--- src/hdl/test_mode_pkg.sv ---
package test_mode_pkg;

    // ------------------------------------------------------------
    // Operating modes
    // ------------------------------------------------------------
    typedef enum logic [2:0] {
        ST_UNPOWERED = 3'h0,
        ST_NORMAL    = 3'h1,
        ST_RUNTIME   = 3'h2,
        ST_NAND_TREE = 3'h3,
        ST_TRISTATE  = 3'h4,
        ST_RESERVED  = 3'h5
    } mode_state_t;

    // ------------------------------------------------------------
    // Sizes and field positions
    // ------------------------------------------------------------
    localparam int NUM_SLOTS        = 2;
    localparam int NAND_CHAIN_LEN   = 33;
    localparam int DIAG_WORD_WIDTH  = 16;
    localparam int DIAG_A_LOWER_POS = 0;
    localparam int DIAG_A_UPPER_POS = 1;
    localparam int DIAG_A_ONE_POS   = 2;
    localparam int DIAG_B_LOWER_POS = 8;
    localparam int DIAG_B_UPPER_POS = 9;
    localparam int DIAG_B_ONE_POS   = 10;

    // ------------------------------------------------------------
    // Power-on levels of the slot outputs
    // ------------------------------------------------------------
    localparam logic POWER_IND_INIT  = 1'h1;
    localparam logic ATTN_IND_INIT   = 1'h1;
    localparam logic BUS_CONN_INIT   = 1'h1;
    localparam logic CLK_CONN_INIT   = 1'h1;
    localparam logic SLOT_RESET_INIT = 1'h0;

endpackage

--- src/hdl/slot_output_ctrl.sv ---
`timescale 1ns/1ps

module slot_output_ctrl (
    input  wire logic i_clk,
    input  wire logic i_rst_n,
    input  wire logic i_init,
    input  wire logic i_load,
    input  wire logic i_runtime,
    input  wire logic i_power_ind,
    input  wire logic i_attn_ind,
    input  wire logic i_bus_conn,
    input  wire logic i_clk_conn,
    input  wire logic i_slot_reset,
    input  wire logic i_power_enable,
    input  wire logic i_main_fault,
    input  wire logic i_aux_fault,
    output logic      o_power_indicator_drive,
    output logic      o_attention_indicator_drive,
    output logic      o_bus_connect_enable,
    output logic      o_clock_connect_enable,
    output logic      o_slot_reset_out
);

    logic power_ind_reg;
    logic power_ind_next;
    logic attn_ind_reg;
    logic attn_ind_next;
    logic bus_conn_reg;
    logic bus_conn_next;
    logic clk_conn_reg;
    logic clk_conn_next;
    logic slot_reset_reg;
    logic slot_reset_next;
    logic pind_out_reg;
    logic pind_out_next;
    logic aind_out_reg;
    logic aind_out_next;

    // ------------------------------------------------------------
    // Latched controls and indicator selection
    // ------------------------------------------------------------
    always_comb begin
        power_ind_next  = power_ind_reg;
        attn_ind_next   = attn_ind_reg;
        bus_conn_next   = bus_conn_reg;
        clk_conn_next   = clk_conn_reg;
        slot_reset_next = slot_reset_reg;
        if (i_init) begin
            power_ind_next  = test_mode_pkg::POWER_IND_INIT;
            attn_ind_next   = test_mode_pkg::ATTN_IND_INIT;
            bus_conn_next   = test_mode_pkg::BUS_CONN_INIT;
            clk_conn_next   = test_mode_pkg::CLK_CONN_INIT;
            slot_reset_next = test_mode_pkg::SLOT_RESET_INIT;
        end else if (i_load) begin
            power_ind_next  = i_power_ind;
            attn_ind_next   = i_attn_ind;
            bus_conn_next   = i_bus_conn;
            clk_conn_next   = i_clk_conn;
            slot_reset_next = i_slot_reset;
        end
        // The mirrored values use the next latched state so both paths share one cycle of delay.
        pind_out_next = i_runtime ? i_power_enable : power_ind_next;
        aind_out_next = i_runtime ? (i_main_fault & i_aux_fault) : attn_ind_next;
    end

    always_ff @(posedge i_clk or negedge i_rst_n) begin
        if (!i_rst_n) begin
            power_ind_reg  <= test_mode_pkg::POWER_IND_INIT;
            attn_ind_reg   <= test_mode_pkg::ATTN_IND_INIT;
            bus_conn_reg   <= test_mode_pkg::BUS_CONN_INIT;
            clk_conn_reg   <= test_mode_pkg::CLK_CONN_INIT;
            slot_reset_reg <= test_mode_pkg::SLOT_RESET_INIT;
            pind_out_reg   <= test_mode_pkg::POWER_IND_INIT;
            aind_out_reg   <= test_mode_pkg::ATTN_IND_INIT;
        end else begin
            power_ind_reg  <= power_ind_next;
            attn_ind_reg   <= attn_ind_next;
            bus_conn_reg   <= bus_conn_next;
            clk_conn_reg   <= clk_conn_next;
            slot_reset_reg <= slot_reset_next;
            pind_out_reg   <= pind_out_next;
            aind_out_reg   <= aind_out_next;
        end
    end

    assign o_power_indicator_drive     = pind_out_reg;
    assign o_attention_indicator_drive = aind_out_reg;
    assign o_bus_connect_enable        = bus_conn_reg;
    assign o_clock_connect_enable      = clk_conn_reg;
    assign o_slot_reset_out            = slot_reset_reg;

endmodule

--- config.mk ---
export PLATFORM = sky130hd
export DESIGN_NAME = slot_output_ctrl
export DESIGN_NICKNAME = d
export VERILOG_FILES = /design/src/hdl/test_mode_pkg.sv /design/src/hdl/slot_output_ctrl.sv
export SDC_FILE = /design/constraint.sdc
export NUM_CORES = 1
export LEC_CHECK = 0
export ABC_AREA = 1
export BUFFER_PORTS_ARGS = -buffer_cell sky130_fd_sc_hd__buf_2
export CELL_PAD_IN_SITES_DETAIL_PLACEMENT = 0
export CELL_PAD_IN_SITES_GLOBAL_PLACEMENT = 2
export CORE_AREA = 2 2 42 44
export CTS_CLUSTER_SIZE = 14
export DETAILED_ROUTE_END_ITERATION = 6
export DIE_AREA = 0 0 44 46
export GPL_TIMING_DRIVEN = 0
export PLACE_DENSITY = 0.64
export SYNTH_ARGS = -nofsm -noshare
export SYNTH_HDL_FRONTEND = slang
export SYNTH_SLANG_ARGS = --single-unit
--- constraint.sdc ---
create_clock -name i_clk -period 0.8 [get_ports i_clk]
set_input_delay 0.08 -clock i_clk [delete_from_list [all_inputs] [get_ports i_clk]]
set_output_delay 0.08 -clock i_clk [all_outputs]
set_load 0.03 [all_outputs]
==> results of run 1 <==
==> layout by cell type, fill, tap and decap left out <==
cell / instances
inv_2: 2
dfrtp_1: 1
nand2_1: 10
nor2_1: 6
nand3_1: 3
buf_4: 2
nand2_2: 2
inv_1: 1
nand3_2: 2
clkbuf_1: 1
dfstp_2: 6
buf_6: 5
buf_2: 12
dlygate4sd3_1: 1
clkbuf_4: 3
==> kinds of logic (layout without fill, tap and decap cells) <==
logic type	count (synthesis)	after routing	synth area share, %
buf+inv	3	27	3.80
flops	7	7	61.6
simple gates	23	23	34.6
==> power by group <==
| group | switching, mW | internal, mW |
|---|---|---|
| combinational | 0.0933 | 0.0820 |
| sequential | 0.0119 | 0.395 |
| clock | 0.123 | 0.190 |
==> per-layer routing <==
metal / GRT usage, % / wire, um / vias to the layer above / part of all wire (%)
met5: 0 / 0 / - / 0
met4: 9.09 / 17 / 0 / 2.6
met3: 1.98 / 85 / 2 / 13
met2: 10.3 / 286 / 16 / 43
met1: 9.42 / 276 / 118 / 41
li1: - / - / 151 / -
==> final cells by class <==
cell class | count | share of cell area (%)
clock buffer | 4 | 5.36
tap | 17 | 4.34
inverter | 3 | 2.30
sequential | 7 | 37.2
multi-input combinational | 23 | 21.9
timing repair buffer | 20 | 28.8
==> final timing paths <==
check	start	endpoint	slack [ns]	cells after the start
worst min register to register	attn_ind_reg	attn_ind_reg	0.48	2
worst max-delay path	o_bus_connect_enable	o_bus_connect_enable	-0.18	1
worst min-delay path	i_power_enable	o_power_indicator_drive	0.03	3
max in group asynchronous	i_rst_n	power_ind_reg	0.37	2
min in group asynchronous	i_rst_n	o_slot_reset_out	0.20	2
worst max register to register	attn_ind_reg	o_attention_indicator_drive	0.01	4
==> stage by stage <==
step	power [mW]	hold slack (ns)	area [um2]	utilization, %	cells
floorplan	0.486	-0.216	297	-	33
global placement	0.549	-0.0781	403	25.0	67
detailed placement	0.549	-0.0795	403	25.0	67
CTS	0.911	0.0214	478	29.6	73
finish	0.895	0.0292	490	30.4	74
global route	0.959	0.0334	490	30.4	74
==> repair_timing <==
item                                    CTS  global route
resized for setup                        10             2
pin swaps                                 2             5
endpoints found under the setup margin    6             7
hold buffers                              1             0
setup buffers                             1             1
gates cloned                              0             0
endpoints found under the hold margin     7             0
==> impl_metrics.env, run 1 <==
export IMPL_tightest_slew_ns=0.153
export IMPL_finalClockSkew_ns=0.00214
export IMPL_root_buffer="clkbuf_4"
export IMPL_async_reset_ff_share_pct=100
export IMPL_ant_nets=0
export IMPL_critPathMaxFanout=2
export IMPL_core_area_um2=1610
export IMPL_syn_area_per_cell_um2=8.99
export IMPL_cts_tree="done"
export IMPL_grtUsageTotal_pct=7.79
export IMPL_max_stage_delay_ns=0.53
export IMPL_hold_class="in2reg"
export IMPL_cap_violations=0
export IMPL_synth_area_leaders="dfstp_2 (53%), nand2_1 (15%), dfrtp_1 (8.4%), nor2_1 (7.6%), nand3_2 (6.8%)"
export IMPL_wl_um=666
export IMPL_clk_path_buf_depth=2
export IMPL_start_util_pct=18.4
export IMPL_end_kind="output pin"
export IMPL_io_buffers=17
export IMPL_synthCells=33
export IMPL_synth_largest_area_cell="dfstp_2"
export IMPL_crit_buf_inv=1
export IMPL_path_class="reg2out"
export IMPL_slew_viol_final=0
export IMPL_overflow=0
export IMPL_cts_max_level=1
export IMPL_violations="negative setup slack"
export IMPL_cp_top_family="flip-flops"
export IMPL_power_static_leakage_nw=0.254
export IMPL_synth_common_cells="nand2_1 (12), dfstp_2 (6), nor2_1 (6)"
export IMPL_multi_input_area_um2=108
export IMPL_grt_pass1_wl_um=1080
export IMPL_fin_tns_setup_ns=-0.742
export IMPL_hold_violations=0
export IMPL_drc_errors=0
export IMPL_numCtsBuffers=3
export IMPL_dp_hpwl_um=512
export IMPL_firstDrtPassIters=4
export IMPL_setup_ws_ns=-0.184
export IMPL_final_min_clock_period_ns=0.984
export IMPL_diodes=0
export IMPL_drive_gt1_share_pct=59.6
export IMPL_die_w_um=44
export IMPL_cp_slowest_cell="dfstp_2"
export IMPL_antenna_found_initial=0
export IMPL_path_clk_slew_ns=0.05
export IMPL_fillers=189
export IMPL_yosysMostFrequentCell="nand2_1"
export IMPL_yosysWarnings=0
export IMPL_ys_types=8
export IMPL_grt_max_degree=8
export IMPL_vdd_drop_max_v=0.000693
export IMPL_timing_fmax_mhz=1020
export IMPL_p_per_area_nw_per_um2=1820
export IMPL_fp_dieArea_um2=2020
export IMPL_synth_seq_cells=7
export IMPL_netlist_area_um2=297
export IMPL_initialDrtViolationCount=10
export IMPL_finalSetupViolations=5
export IMPL_vias_per_cell=3.88
export IMPL_place_congestion=0.661
export IMPL_clock_latency_ns=0.24
export IMPL_top_level_ports=18
export IMPL_nets=71
export IMPL_cp_arrival_ns=0.90
export IMPL_dp_worst_setup_slack_ns=-0.000277
export IMPL_outcome="finished, violations left"
export IMPL_max_slew_margin_rel_pct=89.8
export IMPL_ff_latch_area_um2=183
export IMPL_crit_required_ns=0.72
export IMPL_area_growth_pct=65.4
export IMPL_seq_area_frac_synth_pct=61.6
export IMPL_syn_nets=46
export IMPL_cts_sinks=7
export IMPL_post_route_period_util_pct=123
export IMPL_grt_pass1_vias=268
export IMPL_synth_edf_count=0
export IMPL_synthFlopType="dfstp_2"
export IMPL_fp_dieH_um=46
export IMPL_rsz0062_at_grt="true"
export IMPL_row_count=15
export IMPL_vias=287
export IMPL_crit_chain="buf_6"
export IMPL_wl_per_cell_um=9.00
export IMPL_crit_path_start_kind="register"
export IMPL_synth_top_area_share_pct=53.2
(Power assumes the default switching activity.)
==> run 2: changes to the inputs <==
--- a/config.mk
+++ b/config.mk
@@ -9,11 +9,10 @@
 export BUFFER_PORTS_ARGS = -buffer_cell sky130_fd_sc_hd__buf_2
 export CELL_PAD_IN_SITES_DETAIL_PLACEMENT = 0
 export CELL_PAD_IN_SITES_GLOBAL_PLACEMENT = 2
-export CORE_AREA = 2 2 42 44
+export CORE_AREA = 2 2 40 46
 export CTS_CLUSTER_SIZE = 14
 export DETAILED_ROUTE_END_ITERATION = 6
-export DIE_AREA = 0 0 44 46
-export GPL_TIMING_DRIVEN = 0
+export DIE_AREA = 0 0 42 48
 export PLACE_DENSITY = 0.64
 export SYNTH_ARGS = -nofsm -noshare
 export SYNTH_HDL_FRONTEND = slang
==> impl_metrics.env, run 2 (same netlist as run 1, synthesis figures left out) <==
export IMPL_outcome="finished, violations left"
export IMPL_violations="negative setup slack"
export IMPL_fin_area_um2=500
export IMPL_setup_ws_ns=-0.188
export IMPL_cp_top_family="flip-flops"
export IMPL_fp_dieArea_um2=2020
export IMPL_die_w_um=42
export IMPL_p_per_area_nw_per_um2=1800
export IMPL_top_level_ports=18
export IMPL_vias_per_cell=3.84
export IMPL_max_stage_delay_ns=0.53
export IMPL_path_clk_slew_ns=0.05
export IMPL_diodes=0
export IMPL_finalSetupViolations=6
export IMPL_dp_worst_setup_slack_ns=0.0109
export IMPL_hold_class="in2reg"
export IMPL_cap_violations=0
export IMPL_crit_path_start_kind="register"
export IMPL_power_static_leakage_nw=0.258
export IMPL_fp_dieH_um=48
export IMPL_core_area_um2=1520
export IMPL_area_growth_pct=68.8
export IMPL_firstDrtPassIters=1
export IMPL_place_congestion=0.630
export IMPL_internal_power_mw=0.670
export IMPL_hold_violations=0
export IMPL_final_min_clock_period_ns=0.988
export IMPL_cp_slowest_cell="dfstp_2"
export IMPL_vias=288
export IMPL_placed_area_um2=403
export IMPL_cp_arrival_ns=0.91
export IMPL_antenna_found_initial=0
export IMPL_start_util_pct=19.5
export IMPL_rsz0062_at_grt="true"
export IMPL_vdd_drop_max_v=0.000777
export IMPL_fillers=176
export IMPL_clk_path_buf_depth=2
export IMPL_post_route_period_util_pct=123
export IMPL_finalClockSkew_ns=0.00487
export IMPL_cts_sinks=7
export IMPL_grt_pass1_wl_um=1190
export IMPL_drc_errors=0
export IMPL_wl_per_cell_um=9.29
export IMPL_clock_latency_ns=0.25
export IMPL_seqPwrFrac_pct=45.3
export IMPL_slew_viol_final=0
export IMPL_drive_gt1_share_pct=58.6
export IMPL_end_kind="output pin"
export IMPL_cts_tree="done"
export IMPL_overflow=0
export IMPL_nets=72
export IMPL_tightest_slew_ns=0.156
export IMPL_ant_nets=0
export IMPL_root_buffer="clkbuf_4"
export IMPL_grt_pass1_vias=289
export IMPL_path_class="reg2out"
export IMPL_grtUsageTotal_pct=8.86
export IMPL_initialDrtViolationCount=0
export IMPL_max_slew_margin_rel_pct=89.6
export IMPL_combPwrFrac_pct=19.9
export IMPL_final_common_cell="buf_2"
export IMPL_grt_max_degree=8
export IMPL_clkPwrFrac_pct=34.8
export IMPL_crit_buf_inv=1
export IMPL_final_core_util_pct=32.9
export IMPL_switching_power_mw=0.230
export IMPL_crit_chain="buf_6"
export IMPL_timing_fmax_mhz=1010
export IMPL_p_total_mw=0.900
export IMPL_dp_hpwl_um=553
export IMPL_crit_required_ns=0.72
export IMPL_critPathMaxFanout=2
export IMPL_wl_um=697
export IMPL_io_buffers=17
export IMPL_row_count=15
export IMPL_numCtsBuffers=3
export IMPL_final_cell_mix="buf_2 (12), nand2_1 (10), nor2_1 (6), dfstp_2 (6), buf_6 (5)"
export IMPL_swShare_pct=25.6
export IMPL_cts_max_level=1
## run 2: timing repair
| action | 4_1_cts | 5_1_grt |
|---|---|---|
| gates cloned | 0 | 0 |
| endpoints found under the hold margin | 7 | 1 |
| buffers inserted | 1 | 1 |
| pin swaps | 0 | 5 |
| gates resized for setup | 10 | 2 |
| hold buffers | 1 | 1 |
| endpoints found under the setup margin | 6 | 8 |
## run 2: worst paths after layout
kind                                      start                     endpoint  slack [ns]  cells past startpoint
min                                   i_runtime      o_power_indicator_drive        0.05                      3
min reg2reg                        attn_ind_reg                 attn_ind_reg        0.49                      2
max in group asynchronous               i_rst_n  o_attention_indicator_drive        0.38                      2
max reg2reg                        attn_ind_reg  o_attention_indicator_drive           0                      4
min in group asynchronous               i_rst_n             o_slot_reset_out        0.19                      2
max                        o_bus_connect_enable         o_bus_connect_enable       -0.19                      1
## run 2: cell type report
cell class / instances / area [um2] / area share (%)
sequential: 7 / 183 / 36.5
timing repair buffer: 21 / 151 / 30.2
multi-input combinational: 23 / 108 / 21.5
clock buffer: 4 / 26.3 / 5.25
tap: 17 / 21.3 / 4.25
inverter: 3 / 11.3 / 2.25
## run 2: power by group through the flow
stage / clock (mW) / combinational (mW) / sequential (mW)
after floorplan: 0 / 0.0407 / 0.445
after global placement: 0 / 0.143 / 0.406
after detailed placement: 0 / 0.143 / 0.408
after CTS: 0.342 / 0.172 / 0.407
after global routing: 0.367 / 0.198 / 0.410
final: 0.313 / 0.179 / 0.408
## run 2: metrics by stage
step                instances  hold slack, ns  setup TNS, ns
finish                     75          0.0485         -0.752
global route               75          0.0364          -1.03
CTS                        73          0.0135         -0.859
detailed placement         67         -0.0763              0
global placement           67         -0.0734              0
floorplan                  33          -0.216              0
## run 2: routing by layer
metal | global-route usage [%] | part of all wire (%) | vias to the layer above
met2 | 13.4 | 51 | 12
met1 | 9.34 | 39 | 125
li1 | - | - | 151
met3 | 5.66 | 9.0 | 0
met5 | 0 | 0 | -
met4 | 5.81 | 0 | 0
==> run 3: changes to the inputs <==
==> constraint.sdc (replaced) <==
create_clock -name i_clk -period 1 [get_ports i_clk]
set_input_delay 0.1 -clock i_clk [delete_from_list [all_inputs] [get_ports i_clk]]
set_output_delay 0.1 -clock i_clk [all_outputs]
set_load 0.03 [all_outputs]
==> impl_metrics.env, run 3 (same netlist as run 1, synthesis figures left out) <==
export IMPL_seqPwrFrac_pct=46.0
export IMPL_vdd_drop_max_v=0.000583
export IMPL_nets=69
export IMPL_path_class="reg2out"
export IMPL_finalSetupViolations=2
export IMPL_dp_hpwl_um=533
export IMPL_final_common_cell="buf_2"
export IMPL_final_cell_mix="buf_2 (13), nand2_1 (12), nor2_1 (6), dfstp_2 (6), buf_6 (4)"
export IMPL_drive_gt1_share_pct=54.5
export IMPL_end_kind="output pin"
export IMPL_place_congestion=0.617
export IMPL_dp_worst_setup_slack_ns=0.200
export IMPL_grt_pass1_wl_um=1090
export IMPL_clk_path_buf_depth=2
export IMPL_post_route_period_util_pct=101
export IMPL_finalClockSkew_ns=0.00298
export IMPL_firstDrtPassIters=2
export IMPL_fillers=170
export IMPL_vias_per_cell=3.93
export IMPL_crit_buf_inv=1
export IMPL_path_clk_slew_ns=0.05
export IMPL_power_static_leakage_nw=0.242
export IMPL_fin_tns_setup_ns=-0.0125
export IMPL_diodes=0
export IMPL_cp_slowest_cell="dfstp_2"
export IMPL_rsz0062_at_grt="true"
export IMPL_io_buffers=17
export IMPL_row_count=15
export IMPL_crit_required_ns=0.90
export IMPL_violations="negative setup slack"
export IMPL_grtUsageTotal_pct=8.11
export IMPL_cp_top_family="flip-flops"
export IMPL_slew_viol_final=0
export IMPL_die_w_um=42
export IMPL_crit_path_start_kind="register"
export IMPL_critPathMaxFanout=2
export IMPL_hold_class="in2reg"
export IMPL_combPwrFrac_pct=18.2
export IMPL_cp_arrival_ns=0.91
export IMPL_crit_chain="buf_6"
export IMPL_cts_max_level=1
export IMPL_clock_latency_ns=0.25
export IMPL_outcome="finished, violations left"
export IMPL_overflow=0
export IMPL_initialDrtViolationCount=2
export IMPL_hold_violations=0
export IMPL_core_area_um2=1520
export IMPL_fp_dieH_um=48
export IMPL_fp_dieArea_um2=2020
export IMPL_post_cts_setup_buffers=0
export IMPL_area_growth_pct=56.5
export IMPL_wl_um=632
export IMPL_cts_sinks=7
export IMPL_p_total_mw=0.705
export IMPL_wl_per_cell_um=8.78
export IMPL_internal_power_mw=0.524
export IMPL_p_per_area_nw_per_um2=1520
export IMPL_final_min_clock_period_ns=1.01
export IMPL_switching_power_mw=0.182
export IMPL_grt_max_degree=8
export IMPL_max_slew_margin_rel_pct=89.2
export IMPL_cts_tree="done"
export IMPL_antenna_found_initial=0
export IMPL_swShare_pct=25.7
export IMPL_top_level_ports=18
export IMPL_max_stage_delay_ns=0.54
export IMPL_tightest_slew_ns=0.163
export IMPL_timing_fmax_mhz=994
export IMPL_setup_ws_ns=-0.00641
export IMPL_start_util_pct=19.5
export IMPL_grt_pass1_vias=273
export IMPL_numCtsBuffers=3
export IMPL_final_core_util_pct=30.5
export IMPL_drc_errors=0
export IMPL_ant_nets=0
export IMPL_cap_violations=0
export IMPL_vias=283
export IMPL_root_buffer="clkbuf_4"
export IMPL_clkPwrFrac_pct=35.9
[run 3: cell count changes in the layout (fill, tap and decap cells not counted)]
cell,previous run,this run
buf_6,5,4
buf_2,12,13
nand2_1,10,12
dlygate4sd3_1,2,1
nand2_2,2,0
buf_4,2,0
[run 3: power by group through the flow]
stage | Sequential [mW] | Clock, mW | Combinational, mW
3_5_place_dp | 0.326 | 0 | 0.115
4_1_cts | 0.325 | 0.271 | 0.131
6_report | 0.324 | 0.253 | 0.128
5_1_grt | 0.326 | 0.292 | 0.142
3_3_place_gp | 0.325 | 0 | 0.114
2_1_floorplan | 0.356 | 0 | 0.0326
[run 3: final cells by class]
cell class | instances | area (um2) | share of cell area (%)
multi-input cells | 23 | 103 | 22.1
inverters | 3 | 11.3 | 2.43
flip-flops and latches | 7 | 183 | 39.4
repair buffers | 18 | 120 | 25.9
clock buffers | 4 | 26.3 | 5.66
well taps | 17 | 21.3 | 4.58
[run 3: path summary, 6_finish.rpt]
path | start | endpoint | slack (ns) | cells past startpoint
min in group asynchronous | i_rst_n | o_slot_reset_out | 0.21 | 2
max | o_bus_connect_enable | o_bus_connect_enable | -0.006 | 1
min reg2reg | attn_ind_reg | attn_ind_reg | 0.49 | 2
min | i_power_enable | o_power_indicator_drive | 0.05 | 3
max reg2reg | power_ind_reg | o_power_indicator_drive | 0.21 | 4
max in group asynchronous | i_rst_n | power_ind_reg | 0.56 | 2
[run 3: what timing repair did]
item	4_1_cts	5_1_grt
resized for setup	8	0
endpoints found under the hold margin	7	0
hold buffers	1	0
setup endpoints to repair	4	4
[run 3: per-layer routing]
layer	wire, um	global-route usage [%]
met5	0	0
met4	0	7.74
met3	60	3.77
met2	315	13.1
met1	255	7.95
[run 3: stage by stage]
stage / cell area, um2 / cells / hold slack, ns
final: 464 / 72 / 0.0459
after global routing: 464 / 72 / 0.0526
after detailed placement: 403 / 67 / -0.0572
after global placement: 403 / 67 / -0.0581
after CTS: 464 / 72 / 0.0391
after floorplan: 297 / 33 / -0.196
